===== config.mk =====
export PLATFORM = sky130hd
export DESIGN_NAME = urx_receiver
export DESIGN_NICKNAME = d
export VERILOG_FILES = /design/src/urx_pkg.sv /design/src/urx_fifo.sv /design/src/urx_receiver.sv
export SDC_FILE = /design/constraint.sdc
export NUM_CORES = 1
export LEC_CHECK = 0
export BUFFER_PORTS_ARGS = -buffer_cell sky130_fd_sc_hd__buf_2
export CORE_MARGIN = 8
export CORE_UTILIZATION = 30
export DETAILED_ROUTE_END_ITERATION = 7
export PLACE_DENSITY_LB_ADDON = 0.2
export RECOVER_POWER = 25
export SETUP_SLACK_MARGIN = 0.15
export SLEW_MARGIN = 20
export SYNTH_ARGS = -nofsm -noshare
export SYNTH_HDL_FRONTEND = slang
export SYNTH_SLANG_ARGS = --single-unit

===== constraint.sdc =====
create_clock -name CLK -period 2.7 [get_ports CLK]
set_input_delay 0.405 -clock CLK [delete_from_list [all_inputs] [get_ports CLK]]
set_output_delay 0.405 -clock CLK [all_outputs]
set_load 0.1 [all_outputs]

===== src/urx_pkg.sv =====
package urx_pkg;
  // bus geometry
  localparam int ADR_W = 8;
  localparam int DAT_W = 32;
  // register byte offsets
  localparam logic [7:0] OFS_RX_STATUS_CONTROL  = 8'h00;
  localparam logic [7:0] OFS_BAUD_CONTROL       = 8'h04;
  localparam logic [7:0] OFS_RATE_DIVISOR_LOW   = 8'h08;
  localparam logic [7:0] OFS_RATE_DIVISOR_HIGH  = 8'h0C;
  localparam logic [7:0] OFS_TX_STATUS_CONTROL  = 8'h10;
  localparam logic [7:0] OFS_RECEIVE_DATA_PORT  = 8'h14;
  localparam logic [7:0] OFS_IRQ_CONTROL        = 8'h18;
  // receive status/control fields
  localparam int RS_SERIAL_PORT_ENABLE   = 7;
  localparam int RS_NINE_BIT_RECEIVE     = 6;
  localparam int RS_SINGLE_RECEIVE       = 5;
  localparam int RS_RX_CONT_ENABLE       = 4;
  localparam int RS_ADDRESS_FILTER       = 3;
  localparam int RS_STOP_BIT_ERROR       = 2;
  localparam int RS_FIFO_OVERFLOW        = 1;
  localparam int RS_NINTH_RECEIVED_BIT   = 0;
  // baud control fields
  localparam int BC_RECEIVER_IDLE        = 6;
  localparam int BC_WIDE_DIVISOR         = 3;
  localparam logic [7:0] BC_RW_MASK      = 8'h1B;
  // transmit status/control fields
  localparam int TS_SYNC_SELECT          = 4;
  localparam int TS_SHIFTER_EMPTY        = 1;
  localparam logic [7:0] TS_RW_MASK      = 8'hFD;
  // interrupt control fields
  localparam int IC_RECEIVE_IRQ_ENABLE   = 0;
  localparam int IC_PERIPHERAL_IRQ_ENABLE = 1;
  localparam int IC_GLOBAL_IRQ_ENABLE    = 2;
  localparam int IC_RECEIVE_PENDING      = 3;
  // reset values
  localparam logic [7:0] RST_CONTROL     = 8'h00;
  localparam logic [7:0] RST_DIVISOR     = 8'h00;
  // oversampling timing
  localparam logic [3:0] OVERSAMPLE_LAST = 4'hF;
  localparam logic [3:0] START_DECIDE    = 4'h9;
  localparam logic [3:0] DATA_BITS_8     = 4'h8;
  localparam logic [3:0] DATA_BITS_9     = 4'h9;
  // fifo entry: {stop error, ninth bit, data[7:0]}
  localparam int ENTRY_W = 10;
  // receiver states, gray along idle-start-data-stop
  typedef enum logic [1:0]
  {
    RX_IDLE  = 2'b00,
    RX_START = 2'b01,
    RX_DATA  = 2'b11,
    RX_STOP  = 2'b10
  } urx_state_t;
endpackage : urx_pkg


===== src/urx_fifo.sv =====
`timescale 1ns/1ps
module urx_fifo
(
  input  wire logic                         clk,
  input  wire logic                         rstn,
  input  wire logic                         flush,
  input  wire logic                         push,
  input  wire logic [urx_pkg::ENTRY_W-1:0]  wdata,
  input  wire logic                         pop,
  output logic      [urx_pkg::ENTRY_W-1:0]  head,
  output logic                              empty,
  output logic                              full
);
  import urx_pkg::*;

  logic [ENTRY_W-1:0] entry_reg [2];
  logic [1:0]         count_reg;
  logic               do_pop;
  logic               do_push;

  assign head  = entry_reg[0];
  assign empty = (count_reg == 2'd0);
  assign full  = (count_reg == 2'd2);

  // a push into a full fifo is taken only when a pop frees a slot
  assign do_pop  = pop && !empty;
  assign do_push = push && (!full || do_pop);

  // occupancy; a pop and a push in one cycle keep the count
  always_ff @(posedge clk or negedge rstn)
    if (!rstn)
      count_reg <= 2'd0;
    else if (flush)
      count_reg <= 2'd0;
    else if (do_push && !do_pop)
      count_reg <= count_reg + 2'd1;
    else if (do_pop && !do_push)
      count_reg <= count_reg - 2'd1;

  // shift-style storage: entry 0 is always the oldest
  always_ff @(posedge clk or negedge rstn)
    if (!rstn)
    begin
      entry_reg[0] <= '0;
      entry_reg[1] <= '0;
    end
    else if (flush)
    begin
      entry_reg[0] <= '0;
      entry_reg[1] <= '0;
    end
    else if (do_pop)
    begin
      // head keeps its last value when the fifo runs empty
      if (count_reg == 2'd2)
        entry_reg[0] <= entry_reg[1];
      else if (do_push)
        entry_reg[0] <= wdata;
      if (do_push && count_reg == 2'd2)
        entry_reg[1] <= wdata;
    end
    else if (do_push)
      entry_reg[count_reg[0]] <= wdata;
endmodule : urx_fifo


===== src/urx_receiver.sv =====
// The register offsets and register access over Wishbone were decided locally.
`timescale 1ns/1ps
// Functional notes
// - line sampled at sixteen ticks per bit; shifter advances once per bit
// - finished character moves at once into a two-entry fifo
// - receiver runs only with continuous enable, port enable, sync clear
// - falling edge, check low at half bit, else abandon silently
// - full bit time to each centre, majority decides, shift in
// - stop position sampled; low sets character stop error, high clears
// - after stop, push character, raise pending; data read pops oldest
// - pending equals enabled and fifo not empty; writes cannot touch
// - interrupt only with all three enables; pending updates regardless
// - stop error stored per entry; bit shows oldest entry
// - stop error never blocks reception, read-only, follows the fifo
// - port disable resets and clears stop error; receive disable does not
// - stop error alone raises no interrupt; stays set if all entries bad
// - third complete character with fifo full sets overflow error
// - overflow keeps fifo readable, blocks new; cleared only by disables
// - bits assembled least significant first, shared format and rate
// - nine-bit option takes nine bits; ninth shows for oldest entry
// - address filter in nine-bit mode keeps only ninth-bit-set characters
module urx_receiver
(
  input  wire logic                        CLK,
  input  wire logic                        RSTN,
  input  wire logic                        WB_CYC_I,
  input  wire logic                        WB_STB_I,
  input  wire logic                        WB_WE_I,
  input  wire logic [urx_pkg::ADR_W-1:0]   WB_ADR_I,
  input  wire logic [3:0]                  WB_SEL_I,
  input  wire logic [urx_pkg::DAT_W-1:0]   WB_DAT_I,
  output logic      [urx_pkg::DAT_W-1:0]   WB_DAT_O,
  output logic                             WB_ACK_O,
  input  wire logic                        RX_IN,
  output logic                             RX_IRQ
);
  import urx_pkg::*;

  logic [7:0]         rs_reg;
  logic [7:0]         bc_reg;
  logic [7:0]         brg_lo_reg;
  logic [7:0]         brg_hi_reg;
  logic [7:0]         ts_reg;
  logic [2:0]         ic_reg;
  logic               ovr_reg;
  logic [15:0]        div_reg;
  logic               tick_reg;
  logic [2:0]         samp_reg;
  logic [3:0]         cnt_reg;
  logic [3:0]         nbits_reg;
  logic [8:0]         shift_reg;
  urx_state_t         state_reg;
  logic               serial_port_enable;
  logic               receive_continuous_enable;
  logic               enabled;
  logic               maj;
  logic               decide;
  logic               push;
  logic               accept;
  logic               fifo_empty;
  logic               fifo_full;
  logic [ENTRY_W-1:0] fifo_head;
  logic [ENTRY_W-1:0] entry_next;
  logic               bus_req;
  logic               wr_lo;
  logic               rd_pop;
  logic               pending;
  logic [15:0]        div_top;
  logic [7:0]         rd_next;

  assign serial_port_enable    = rs_reg[RS_SERIAL_PORT_ENABLE];
  assign receive_continuous_enable    = rs_reg[RS_RX_CONT_ENABLE];
  assign enabled = serial_port_enable && receive_continuous_enable && !ts_reg[TS_SYNC_SELECT];
  assign pending = enabled && !fifo_empty;
  assign bus_req = WB_CYC_I && WB_STB_I && !WB_ACK_O;
  assign wr_lo   = bus_req && WB_WE_I && WB_SEL_I[0];
  assign rd_pop  = bus_req && !WB_WE_I &&
                   WB_ADR_I == OFS_RECEIVE_DATA_PORT;

  // register writes; status bits are not writable
  always_ff @(posedge CLK or negedge RSTN)
    if (!RSTN)
    begin
      rs_reg     <= RST_CONTROL;
      bc_reg     <= RST_CONTROL;
      brg_lo_reg <= RST_DIVISOR;
      brg_hi_reg <= RST_DIVISOR;
      ts_reg     <= RST_CONTROL;
      ic_reg     <= '0;
    end
    else if (wr_lo)
    begin
      unique case (WB_ADR_I)
        OFS_RX_STATUS_CONTROL: rs_reg <= WB_DAT_I[7:0] & 8'hF8;
        OFS_BAUD_CONTROL:      bc_reg <= WB_DAT_I[7:0] & BC_RW_MASK;
        OFS_RATE_DIVISOR_LOW:  brg_lo_reg <= WB_DAT_I[7:0];
        OFS_RATE_DIVISOR_HIGH: brg_hi_reg <= WB_DAT_I[7:0];
        OFS_TX_STATUS_CONTROL: ts_reg <= WB_DAT_I[7:0] & TS_RW_MASK;
        OFS_IRQ_CONTROL:       ic_reg <= WB_DAT_I[2:0];
        default:               ;
      endcase
    end

  // read mux of live state
  always_comb
  begin
    rd_next = 8'h00;
    unique case (WB_ADR_I)
      OFS_RX_STATUS_CONTROL:
        rd_next = {rs_reg[7:3], fifo_head[9], ovr_reg, fifo_head[8]};
      OFS_BAUD_CONTROL:
        rd_next = bc_reg | {1'b0, state_reg == RX_IDLE, 6'b0};
      OFS_RATE_DIVISOR_LOW:  rd_next = brg_lo_reg;
      OFS_RATE_DIVISOR_HIGH: rd_next = brg_hi_reg;
      OFS_TX_STATUS_CONTROL: rd_next = ts_reg | 8'h02;
      OFS_RECEIVE_DATA_PORT: rd_next = fifo_head[7:0];
      OFS_IRQ_CONTROL:       rd_next = {4'h0, pending, ic_reg};
      default:               rd_next = 8'h00;
    endcase
  end

  // wishbone answer one cycle after the request
  always_ff @(posedge CLK or negedge RSTN)
    if (!RSTN)
    begin
      WB_ACK_O <= 1'b0;
      WB_DAT_O <= '0;
    end
    else
    begin
      WB_ACK_O <= bus_req;
      WB_DAT_O <= bus_req ? {24'h0, rd_next} : '0;
    end

  // interrupt request gated by all enables; stop error plays no part
  always_ff @(posedge CLK or negedge RSTN)
    if (!RSTN)
      RX_IRQ <= 1'b0;
    else
      RX_IRQ <= pending && ic_reg[IC_RECEIVE_IRQ_ENABLE] &&
                ic_reg[IC_PERIPHERAL_IRQ_ENABLE] &&
                ic_reg[IC_GLOBAL_IRQ_ENABLE];

  // shared rate divisor makes the 16x oversampling tick
  assign div_top = bc_reg[BC_WIDE_DIVISOR] ? {brg_hi_reg, brg_lo_reg}
                                           : {8'h00, brg_lo_reg};
  always_ff @(posedge CLK or negedge RSTN)
    if (!RSTN)
    begin
      div_reg  <= '0;
      tick_reg <= 1'b0;
    end
    else if (!serial_port_enable || div_reg >= div_top)
    begin
      div_reg  <= '0;
      tick_reg <= serial_port_enable;
    end
    else
    begin
      div_reg  <= div_reg + 16'd1;
      tick_reg <= 1'b0;
    end

  // three latest line samples for the vote
  always_ff @(posedge CLK or negedge RSTN)
    if (!RSTN)
      samp_reg <= 3'b111;
    else if (tick_reg)
      samp_reg <= {samp_reg[1:0], RX_IN};

  assign maj    = (samp_reg[0] & samp_reg[1]) | (samp_reg[1] & samp_reg[2]) |
                  (samp_reg[0] & samp_reg[2]);
  assign decide = tick_reg && ((state_reg == RX_START) ?
                  cnt_reg == START_DECIDE : cnt_reg == OVERSAMPLE_LAST);

  // bit timing and framing
  always_ff @(posedge CLK or negedge RSTN)
    if (!RSTN)
    begin
      state_reg <= RX_IDLE;
      cnt_reg   <= '0;
      nbits_reg <= '0;
      shift_reg <= '0;
    end
    else if (!enabled)
      state_reg <= RX_IDLE;
    else if (tick_reg)
    begin
      cnt_reg <= cnt_reg + 4'd1;
      unique case (state_reg)
        RX_IDLE:
          if (samp_reg[0] && !RX_IN)
          begin
            state_reg <= RX_START;
            cnt_reg   <= '0;
          end
        RX_START:
          if (decide)
          begin
            state_reg <= maj ? RX_IDLE : RX_DATA;
            cnt_reg   <= '0;
            nbits_reg <= '0;
          end
        RX_DATA:
          if (decide)
          begin
            cnt_reg   <= '0;
            nbits_reg <= nbits_reg + 4'd1;
            if (rs_reg[RS_NINE_BIT_RECEIVE])
              shift_reg <= {maj, shift_reg[8:1]};
            else
              shift_reg <= {1'b0, maj, shift_reg[7:1]};
            if (nbits_reg + 4'd1 == (rs_reg[RS_NINE_BIT_RECEIVE] ?
                DATA_BITS_9 : DATA_BITS_8))
              state_reg <= RX_STOP;
          end
        RX_STOP:
          if (decide)
          begin
            state_reg <= RX_IDLE;
            cnt_reg   <= '0;
          end
      endcase
    end

  // character complete: filter, push or overflow
  assign accept = !(rs_reg[RS_ADDRESS_FILTER] &&
                    rs_reg[RS_NINE_BIT_RECEIVE] && !shift_reg[8]);
  assign push   = enabled && state_reg == RX_STOP && decide && accept &&
                  !ovr_reg && (!fifo_full || rd_pop);
  assign entry_next = {!maj, shift_reg};

  // overflow sticks until a receive or port disable
  always_ff @(posedge CLK or negedge RSTN)
    if (!RSTN)
      ovr_reg <= 1'b0;
    else if (!receive_continuous_enable || !serial_port_enable)
      ovr_reg <= 1'b0;
    else if (enabled && state_reg == RX_STOP && decide && accept &&
             fifo_full && !rd_pop)
      ovr_reg <= 1'b1;

  urx_fifo u_fifo
  (
    .clk   (CLK),
    .rstn  (RSTN),
    .flush (!serial_port_enable),
    .push  (push),
    .wdata (entry_next),
    .pop   (rd_pop),
    .head  (fifo_head),
    .empty (fifo_empty),
    .full  (fifo_full)
  );
endmodule : urx_receiver


Yosys cells after proc, flatten, opt, wreduce, memory -nomap -nowiden
Index checks and enable logic that the tools add are counted.
{"block": "op_classes", "addsub": 5, "order_cmp": 3, "eq_ne": 25, "muxes": 37, "n_bitwise": 7, "reduce_logical": 66}
{"op": "two-way mux 20 bit", "count": 3}
{"op": "case mux 8 bit (7 select lines)", "count": 1}
{"op": "two-way mux 10 bit", "count": 4}
{"op": "two-way mux 16 bit", "count": 2}
{"op": "logical AND 1 bit", "count": 29}
{"op": "== test 8 x 5 -> 1 bit, second input constant", "count": 3}
{"op": "two-way mux 2 bit", "count": 11}
{"op": "bitwise mux 20 bit", "count": 1}
{"op": "AND reduction 2 bit", "count": 9}
{"op": "adder 16 x 1 -> 16 bit, second input constant", "count": 1}
{"op": "== test 8 x 4 -> 1 bit, second input constant", "count": 2}
{"op": "greater-or-equal comparator 16 bit", "count": 1}
{"op": "two-way mux 4 bit", "count": 4}
{"op": "case mux 4 bit (2 select lines)", "count": 2}
{"op": "zero test 1 bit", "count": 15}
{"op": "inequality test 3 bit, second input constant", "count": 5}
{"op": "demux 10 bit (select 1 bit)", "count": 1}
{"op": "two-way mux 9 bit", "count": 1}
{"op": "inequality test 3 x 1 -> 1 bit, second input constant", "count": 3}
{"op": "adder 4 x 1 -> 4 bit, second input constant", "count": 2}
{"op": "== test 4 bit, second input constant", "count": 2}
{"op": "== test 8 x 3 -> 1 bit, second input constant", "count": 1}
{"op": "zero test 8 bit", "count": 1}
{"op": "two-way mux 8 bit", "count": 1}
{"op": "other kinds (22)", "count": 38}
{"block": "totals", "regBits": 107, "inputBits": 50, "out_inout_bits": 34, "wordCells": 163}

Longest topological paths before layout
Gate-level depths: netlist of the first run.
{"block": "depth", "word_depth": 13, "ltp_mapped": 9, "depth_no_buf": 7}

Cells and area by module
Synthesis of the first run repeated with hierarchy kept, for this count alone.
{"block": "hier_totals", "hier_cells": 588, "hier_area_um2": 6164.7}
{"module": "urx_receiver", "instances": 1, "cells_per_inst": 440, "area_per_inst_um2": 4643.2, "seq_area_each_um2": 2130.8}
{"module": "urx_fifo", "instances": 1, "cells_per_inst": 148, "area_per_inst_um2": 1521.5, "seq_area_each_um2": 550.5}

Least setup slack after synthesis of the first run
No wires, ideal clock.
{"block": "synth_path", "path_kind": "reg-to-reg", "from": "register WB_ACK_O", "to": "register u_fifo.count_reg[1]", "setup_ns": 0.120, "t_arrival_ns": 2.134, "required_ns": 2.580, "path_slack_ns": 0.447, "path_stages_with_launch": 6, "path_buffers": 0, "synth_period_minus_slack_ns": 2.253, "path_cell_list": "dfrtp_1 > nor4bb_1 > nand3_1 > nand4_1 > mux2_2 > and3_1"}
{"block": "synth_between", "elab_chain_len": 10, "word_cells_on_any_way": 16, "classes_between": "1 x eq/ne; 2 x mux; 13 x reduce/logical"}
{"element": "from (decl)", "line": "urx_receiver.sv:33", "text": "output logic WB_ACK_O,"}
{"element": "from (signal assigned)", "line": "urx_receiver.sv:131", "text": "WB_ACK_O <= bus_req;"}
{"element": "zero test 1 bit (*)", "line": "urx_receiver.sv:75", "text": "assign bus_req = WB_CYC_I && WB_STB_I && !WB_ACK_O;"}
{"element": "logical AND 1 bit (*)", "line": "urx_receiver.sv:75"}
{"element": "logical AND 1 bit (*) (2 in series)", "line": "urx_receiver.sv:77", "text": "assign rd_pop = bus_req && !WB_WE_I &&"}
{"element": "logical OR 1 bit / logical AND 1 bit (equally long branches)", "line": "urx_receiver.sv:230, urx_fifo.sv:26"}
{"element": "logical AND 1 bit / logical OR 1 bit (equally long branches)", "line": "urx_receiver.sv:230, urx_fifo.sv:27"}
{"element": "logical AND 1 bit", "line": "urx_fifo.sv:27", "text": "assign do_push = push && (!full || do_pop);"}
{"element": "zero test 1 bit / logical AND 1 bit (equally long branches)", "line": "urx_fifo.sv:37, urx_fifo.sv:35"}
{"element": "logical AND 1 bit / two-way mux 2 bit (equally long branches)", "line": "urx_fifo.sv:37, urx_fifo.sv:35"}
{"element": "inequality test 3 x 1 -> 1 bit (no line) / two-way mux 2 bit (equally long branches)"}
{"element": "to (signal assigned)", "line": "urx_fifo.sv:36", "text": "count_reg <= count_reg + 2'd1;"}
{"element": "to (signal assigned)", "line": "urx_fifo.sv:38", "text": "count_reg <= count_reg - 2'd1;"}
{"element": "to (decl)", "line": "urx_fifo.sv:17", "text": "logic [1:0] count_reg;"}
Mark *: on every way between the ends. The rest lies on a longest branch, timed or not.
A chain may end at the register's enable or synchronous reset.

Worst setup path after layout of the first run
{"block": "layout_path", "from": "register bc_reg[3]", "to": "register div_reg[12]"}
{"block": "layout_between", "elab_chain_len": 4}
{"element": "from (decl)", "line": "urx_receiver.sv:40", "text": "logic [7:0] bc_reg;"}
{"element": "from (signal assigned)", "line": "urx_receiver.sv:95", "text": "OFS_BAUD_CONTROL: bc_reg <= WB_DAT_I[7:0] & BC_RW_MASK;"}
{"element": "two-way mux 16 bit", "line": "urx_receiver.sv:145", "text": "assign div_top = bc_reg[BC_WIDE_DIVISOR] ? {brg_hi_reg, brg_lo_reg}"}
{"element": "greater-or-equal comparator 16 bit", "line": "urx_receiver.sv:153", "text": "else if (!serial_port_enable || div_reg >= div_top)"}
{"element": "logical OR 1 bit", "line": "urx_receiver.sv:153"}
{"element": "two-way mux 16 bit", "line": "urx_receiver.sv:153"}
{"element": "to (signal assigned)", "line": "urx_receiver.sv:160", "text": "div_reg <= div_reg + 16'd1;"}
{"element": "to (decl)", "line": "urx_receiver.sv:46", "text": "logic [15:0] div_reg;"}
No other way between the ends.

==> impl_results.md, run 1 <==
- Status: completed
- Vias in the first global route: about 4400
- Fillers: 1967
- Final Hold Vio Count: 0
- PostCTS Resize Cnt: 0
- Max reg flops: 16
- Final worst path period share: around 90%
- Post-Layout Cell Count: slightly below 900
- Most used flip-flop cell after synthesis: dfrtp_1
- Synth area leader: dfrtp_1
- Mapped cell area: about 5900 sq um
- Type of origin of the critical path: flip-flop
- Seq pwr share: about half
- Crit Path Max Fanout: 15
- Gr usage total: 12.3%
- TNS Setup: 0 ns
- Worst-Skew Late Latency: approximately 0.35 ns
- Crit Path Category: flip-flop to flip-flop
- Register clock-pin slew on the reported worst setup and hold paths: roughly 0.080 ns
- Maxcap violations: 0
- Largest net degree at the start of global routing: 48
- Final Util: roughly 34%
- Peak VDD IR: about 0.36 mV
- Post-synth EDFFs: 0
- Reported net switching power: between 0.8 and 0.9 mW
- Initial Util: 30.4%
- IO buf count: 32
- Hold Path Class: input pin to asynchronous set/reset pin
- Post-Syn Area per Cell: between 10 and 15 sq um
- Via density: 5.03
- Yosys reg bits: 107
- Placed cell count: around 850
- CP Capture Type: flip-flop
- CP arrival: 2.67 ns
- Final nets: approximately 660
- First-pass GRT wire length: 23800 microns
- Ports: 84
- Synthesis warning total: 0
- Post-Route WL: 14600 microns
- Relative slew slack: between 20% and 30%
- Fmax: between 400 and 500 MHz
- CTS sink cnt: approximately 110
- Pins over their slew limit: 0
- Min cycle time layout: about 2.4 ns
- Cts bufs inserted: 9
- Power Density: approximately 500 nW/um^2
- DRT Pass-1 Iters: 5
- Final setup viols: 0
- Share of the synthesized area in the top cell type: between 40% and 50%
- Synth area leaders: dfrtp_1 44%, mux2_2 8.8%, nand2_1 4.1%
- # DRC: 0
- FP Rows: just over 50
- Internal power: between 2 and 2.5 mW
- Share of layout cells above drive strength 1: around 23%
- Largest buffer count on any clock path: 2
- Detail Route Antenna Nets: 0
- Logic pwr share: under 10%
- Synthesized instance count: between 500 and 600
- Skew final: between 0.008 and 0.009 ns
- Routed vias: ~4400
- Core ar.: roughly 19000 sq um
- Clk pwr share: between 40 and 50%
- Initial antenna violation count: 0
- Synthesis-to-layout area growth: 12.1%
- RSZ-0062 raised after global routing: false
- Die width: about 160 microns
- Sequential area share after synthesis: roughly 45%
- Hold_buf cts: 0
- GRT Residual Overflow: 0
- Worst EP required: 2.98 ns
- Routed WL per cell: between 15 and 20 microns
- Dpl hpwl: 10600 microns
- Pleak: between 2 and 3 nW
- Ys async rst share: 100%
- Routability cong.: between 0.7 and 0.8
- Netlist cell types: 63
- 1st-iter DRT viols: roughly 270
- CTS tree: done
- Die H: around 160 microns
- Diode count: 0
- Least-Margin Pin Slew: between 1 and 1.5 ns
- Clk root buf: clkbuf_16
- Die area: approximately 24000 sq um
- Sw Ratio: around 26%
- Postcts setup bufs: 0
- CTS H-tree lvls: 3
==> cells in the mapped netlist (4+ instances only) <==
master / count
o31ai_1: 8
nor3_1: 9
inv_1: 22
ha_1: 19
a31oi_1: 9
mux2_2: 46
and3_1: 8
nand2_1: 64
dfrtp_1: 104
nand3_1: 25
nand2b_1: 6
o21ai_0: 13
nor4_1: 4
mux2i_1: 14
a21oi_1: 14
a222oi_1: 10
o2bb2ai_1: 10
a22oi_1: 15
buf_4: 27
clkbuf_1: 14
xor2_1: 10
buf_6: 4
nor2_1: 31
xnor2_1: 5
nand4_1: 8
buf_2: 5
a21o_1: 5
==> stage by stage <==
| stage | setup WS, ns | total power [mW] | hold slack (ns) | instance area, sq um |
|---|---|---|---|---|
| 2_1_floorplan | 0.447 | 1.85 | 0.109 | 5990 |
| 5_1_grt | 0.158 | 3.42 | 0.302 | 6620 |
| 4_1_cts | 0.330 | 3.36 | 0.0808 | 6640 |
| 6_report | 0.317 | 3.31 | 0.283 | 6620 |
| 3_3_place_gp | 0.409 | 1.90 | 0.464 | 6320 |
| 3_5_place_dp | 0.355 | 1.90 | 0.473 | 6320 |
==> critical path, stage by stage (launching register included) <==
cell and delay, ns:
dfrtp_1 0.53, nand2_1 0.10, ha_1 0.30, a21o_1 0.16, a21o_1 0.19, a2111oi_2 0.51
o211ai_1 0.16, buf_4 0.22, nor2_1 0.12
==> worst paths after layout <==
check	startpoint	to	slack [ns]	cells past startpoint
min in group CLK	RX_IN	samp_reg[0]$_DFFE_PN1P_	0.30	2
min reg2reg	ts_reg[5]$_DFFE_PN0P_	ts_reg[5]$_DFFE_PN0P_	0.51	1
max reg2reg	bc_reg[3]$_DFFE_PN0P_	div_reg[12]$_DFF_PN0_	0.32	8
min	RSTN	div_reg[1]$_DFF_PN0_	0.28	1
max in group asynchronous	RSTN	nbits_reg[2]$_DFFE_PN0P_	0.91	2
max	bc_reg[3]$_DFFE_PN0P_	div_reg[12]$_DFF_PN0_	0.32	8
==> cell usage in the layout (no fill, tap or decap), drive strengths merged, types with 9 or more instances in the layout <==
| cell | netlist | final |
|---|---|---|
| dfrtp | 104 | 104 |
| nand2 | 64 | 64 |
| buf | 37 | 50 |
| mux2 | 46 | 46 |
| nor2 | 35 | 35 |
| nand3 | 27 | 27 |
| conb | 1 | 24 |
| inv | 22 | 23 |
| ha | 19 | 19 |
| a22oi | 15 | 15 |
| a21oi | 14 | 14 |
| mux2i | 14 | 14 |
| o21ai | 14 | 14 |
| clkbuf | 14 | 12 |
| xor2 | 10 | 10 |
| a222oi | 10 | 10 |
| o2bb2ai | 10 | 10 |
| nor3 | 10 | 10 |
| a31oi | 9 | 9 |
| nand4 | 9 | 9 |
==> cell families after synthesis <==
group	synth area share, %
muxes	11.1
xor gates and xnor gates	2.22
AOI/OAI and AO/OA	13.4
buffers and inverters	6.97
adders and majority gates	4.20
other	0.0635
and+or+nand+nor	16.6
DFF	45.4
==> layer usage <==
| layer | wire length [microns] | global-route usage [%] | up-vias |
|---|---|---|---|
| li1 | - | - | 2064 |
| met1 | 7160 | 17.3 | 2158 |
| met2 | 6480 | 18.5 | 115 |
| met3 | 739 | 2.18 | 13 |
| met4 | 191 | 4.30 | 0 |
| met5 | 0 | 0 | - |
==> area by class of cell <==
type / count / area, sq um / area share (%)
clock buffer: 10 / 229 / 3.46
timing repair buffer: 52 / 308 / 4.65
clock inverter: 6 / 88.8 / 1.34
sequential: 107 / 2680 / 40.5
multi-input combinational: 403 / 2900 / 43.8
tap: 265 / 332 / 5.01
inverter: 22 / 82.6 / 1.25
==> power by group through the flow <==
stage	Combinational [mW]	Sequential, mW	Clock [mW]
after floorplan	0.200	1.65	0
after global placement	0.252	1.65	0
after detailed placement	0.255	1.65	0
after CTS	0.254	1.61	1.49
after global routing	0.264	1.62	1.54
final	0.249	1.61	1.45
Power figures use the tool's default switching activity.
==> run 2, diff against run 1 <==
clock period = 2.6 ns   (was 2.7 ns; I/O delays follow)
==> impl_results.md, run 2 (same netlist as run 1, synthesis figures left out) <==
- Largest net degree at the start of global routing: 43
- Diode count: 0
- Final Util: 34.2%
- FP Rows: around 50
- Fin area: 6640 sq um
- Seq pwr share: 49.9%
- Post-Route WL: between 10000 and 15000 microns
- Maxcap violations: 0
- Final Total Pwr: around 3.4 mW
- Dpl cell area: about 6400 sq um
- Max reg flops: 16
- Vias in the first global route: 4503
- Cts bufs inserted: 9
- Routability cong.: 0.793
- CP Capture Type: flip-flop
- Fmax: around 450 MHz
- Gr usage total: between 10% and 20%
- Initial Util: 30.4%
- Hold WS: approximately 0.24 ns
- Core ar.: between 15000 and 20000 sq um
- DRT Pass-1 Iters: 6
- Initial antenna violation count: 0
- Clk root buf: clkbuf_16
- Crit Path Category: flip-flop to flip-flop
- Min cycle time layout: ~2.2 ns
- Critical path's top delay family: simple AND/OR/NAND/NOR gates
- Dpl hpwl: between 10000 and 15000 microns
- RSZ-0062 raised after global routing: false
- Ports: 84
- FF-to-FF setup slack: ~0.36 ns
- Power Density: roughly 510 nW/um^2
- Final setup viols: 0
- Post-Layout Cell Count: between 800 and 900
- Placed cell count: roughly 850
- Slowest stage delay, CP: roughly 0.52 ns
- Gr busiest metal: met2
- CTS sink cnt: 107
- Reg-to-Reg Start: state_reg[0]$_DFFE_PN0P_
- Largest buffer count on any clock path: 2
- CTS tree: done
- Worst Setup Slack, final: 0.356 ns
- First-pass GRT wire length: ~24000 microns
- R2R Path End: u_fifo.head[3]$_DFFE_PN0P_
- Postcts setup bufs: 0
- Reported net switching power: between 0.8 and 0.9 mW
- M2 GR Usage: a little under a fifth
- Type of origin of the critical path: flip-flop
- Slowest cell on crit path: or4b_4
- Relative slew slack: about 24%
- Met3 GRT Util: approximately 2.5%
- Logic pwr share: 7.8%
- Detail Route Antenna Nets: 0
- IO buf count: 32
- Buf/Inv on CP: 1
- Internal power: ~2.5 mW
- Stages on worst setup path: 6
- Final nets: approximately 670
- # DRC: 0
- Most common cell after layout, fill and taps aside: dfrtp_1
- Least-Margin Pin Slew: 1.13 ns
- 1st-iter DRT viols: between 200 and 300
- Die width: 156 microns
- Clk pwr share: roughly 42%
- GRT Residual Overflow: 0
- Worst EP required: ~2.9 ns
- Pleak: 2.91 nW
- CP cell instances: or4b_4, o21ai_4, nand3_2, o221ai_2, buf_4, mux2i_1
- Peak VDD IR: 0.312 mV
- Die area: between 20000 and 25000 sq um
- Synthesis-to-layout area growth: 12.5%
- CTS H-tree lvls: 3
- Worst-Skew Late Latency: around 0.36 ns
- Crit Path Max Fanout: 10
- Register clock-pin slew on the reported worst setup and hold paths: 0.07 ns
- Routed vias: roughly 4400
- Fillers: roughly 2000
- Status: completed
- DP Worst Slack: between 0.2 and 0.3 ns
- Hold Path Class: input pin to asynchronous set/reset pin
- Sw Ratio: 26.1%
- Final worst path period share: between 80% and 90%
- Reg2reg path depth: 6
- Via density: between 5 and 6
- Die H: 156 microns
- Met1 Use GR: 17.5%
- Skew final: 0.00989 ns
- FF/Latch Area: between 2000 and 3000 sq um
- Routed WL per cell: 17.0 microns
- Final Hold Vio Count: 0
- TNS Setup: 0 ns
- Area of the multi-input gates: 2900 sq um
- Share of layout cells above drive strength 1: between 20% and 30%
- Most frequent cells in the layout: 102 x dfrtp_1, 64 x nand2_1, 46 x mux2_2
- Pins over their slew limit: 0
- CP arrival: ~2.5 ns
[run 2: changes by cell type in the layout (fill, tap and decap cells not counted), sizes merged]
| cell | previous run | this run |
|---|---|---|
| clkinv | 1 | 3 |
| bufinv | 2 | 1 |
| buf | 50 | 53 |
| clkbuf | 12 | 13 |
| clkinvlp | 2 | 0 |
[run 2: worst max path at each step]
stage / startpoint / endpoint / slack, ns
4_1_cts: bc_reg[3]$_DFFE_PN0P_ / div_reg[5]$_DFF_PN0_ / 0.25
3_5_place_dp: bc_reg[3]$_DFFE_PN0P_ / div_reg[15]$_DFF_PN0_ / 0.28
6_report: state_reg[0]$_DFFE_PN0P_ / u_fifo.head[3]$_DFFE_PN0P_ / 0.36
5_1_grt: state_reg[0]$_DFFE_PN0P_ / u_fifo.head[9]$_DFFE_PN0P_ / 0.16
2_1_floorplan: WB_ACK_O$_DFF_PN0_ / u_fifo.count_reg[1]$_DFFE_PN0P_ / 0.35
3_3_place_gp: bc_reg[3]$_DFFE_PN0P_ / div_reg[3]$_DFF_PN0_ / 0.30
[run 2: final cells by class]
class	count	share of cell area [%]
clock inverters	5	0.923
multi-input cells	403	43.6
flip-flops and latches	107	40.4
well taps	265	4.99
clock buffers	11	3.65
inverters	22	1.24
repair buffers	55	5.16
[run 2: repair_timing]
action | 4_1_cts | 5_1_grt
hold buffers | 0 | 0
setup endpoints to repair | 0 | 23
resized for setup | 0 | 2
[run 2: layer usage]
| layer | up-vias | part of all wire (%) |
|---|---|---|
| li1 | 2064 | - |
| met1 | 2185 | 47 |
| met2 | 116 | 45 |
| met3 | 14 | 5.6 |
| met4 | 0 | 1.5 |
| met5 | - | 0 |
[run 2: power by group through the flow]
stage	Sequential (mW)	Combinational (mW)	Clock, mW
finish	1.68	0.261	1.42
global route	1.68	0.277	1.54
CTS	1.68	0.267	1.46
detailed placement	1.71	0.266	0
global placement	1.71	0.264	0
floorplan	1.71	0.208	0
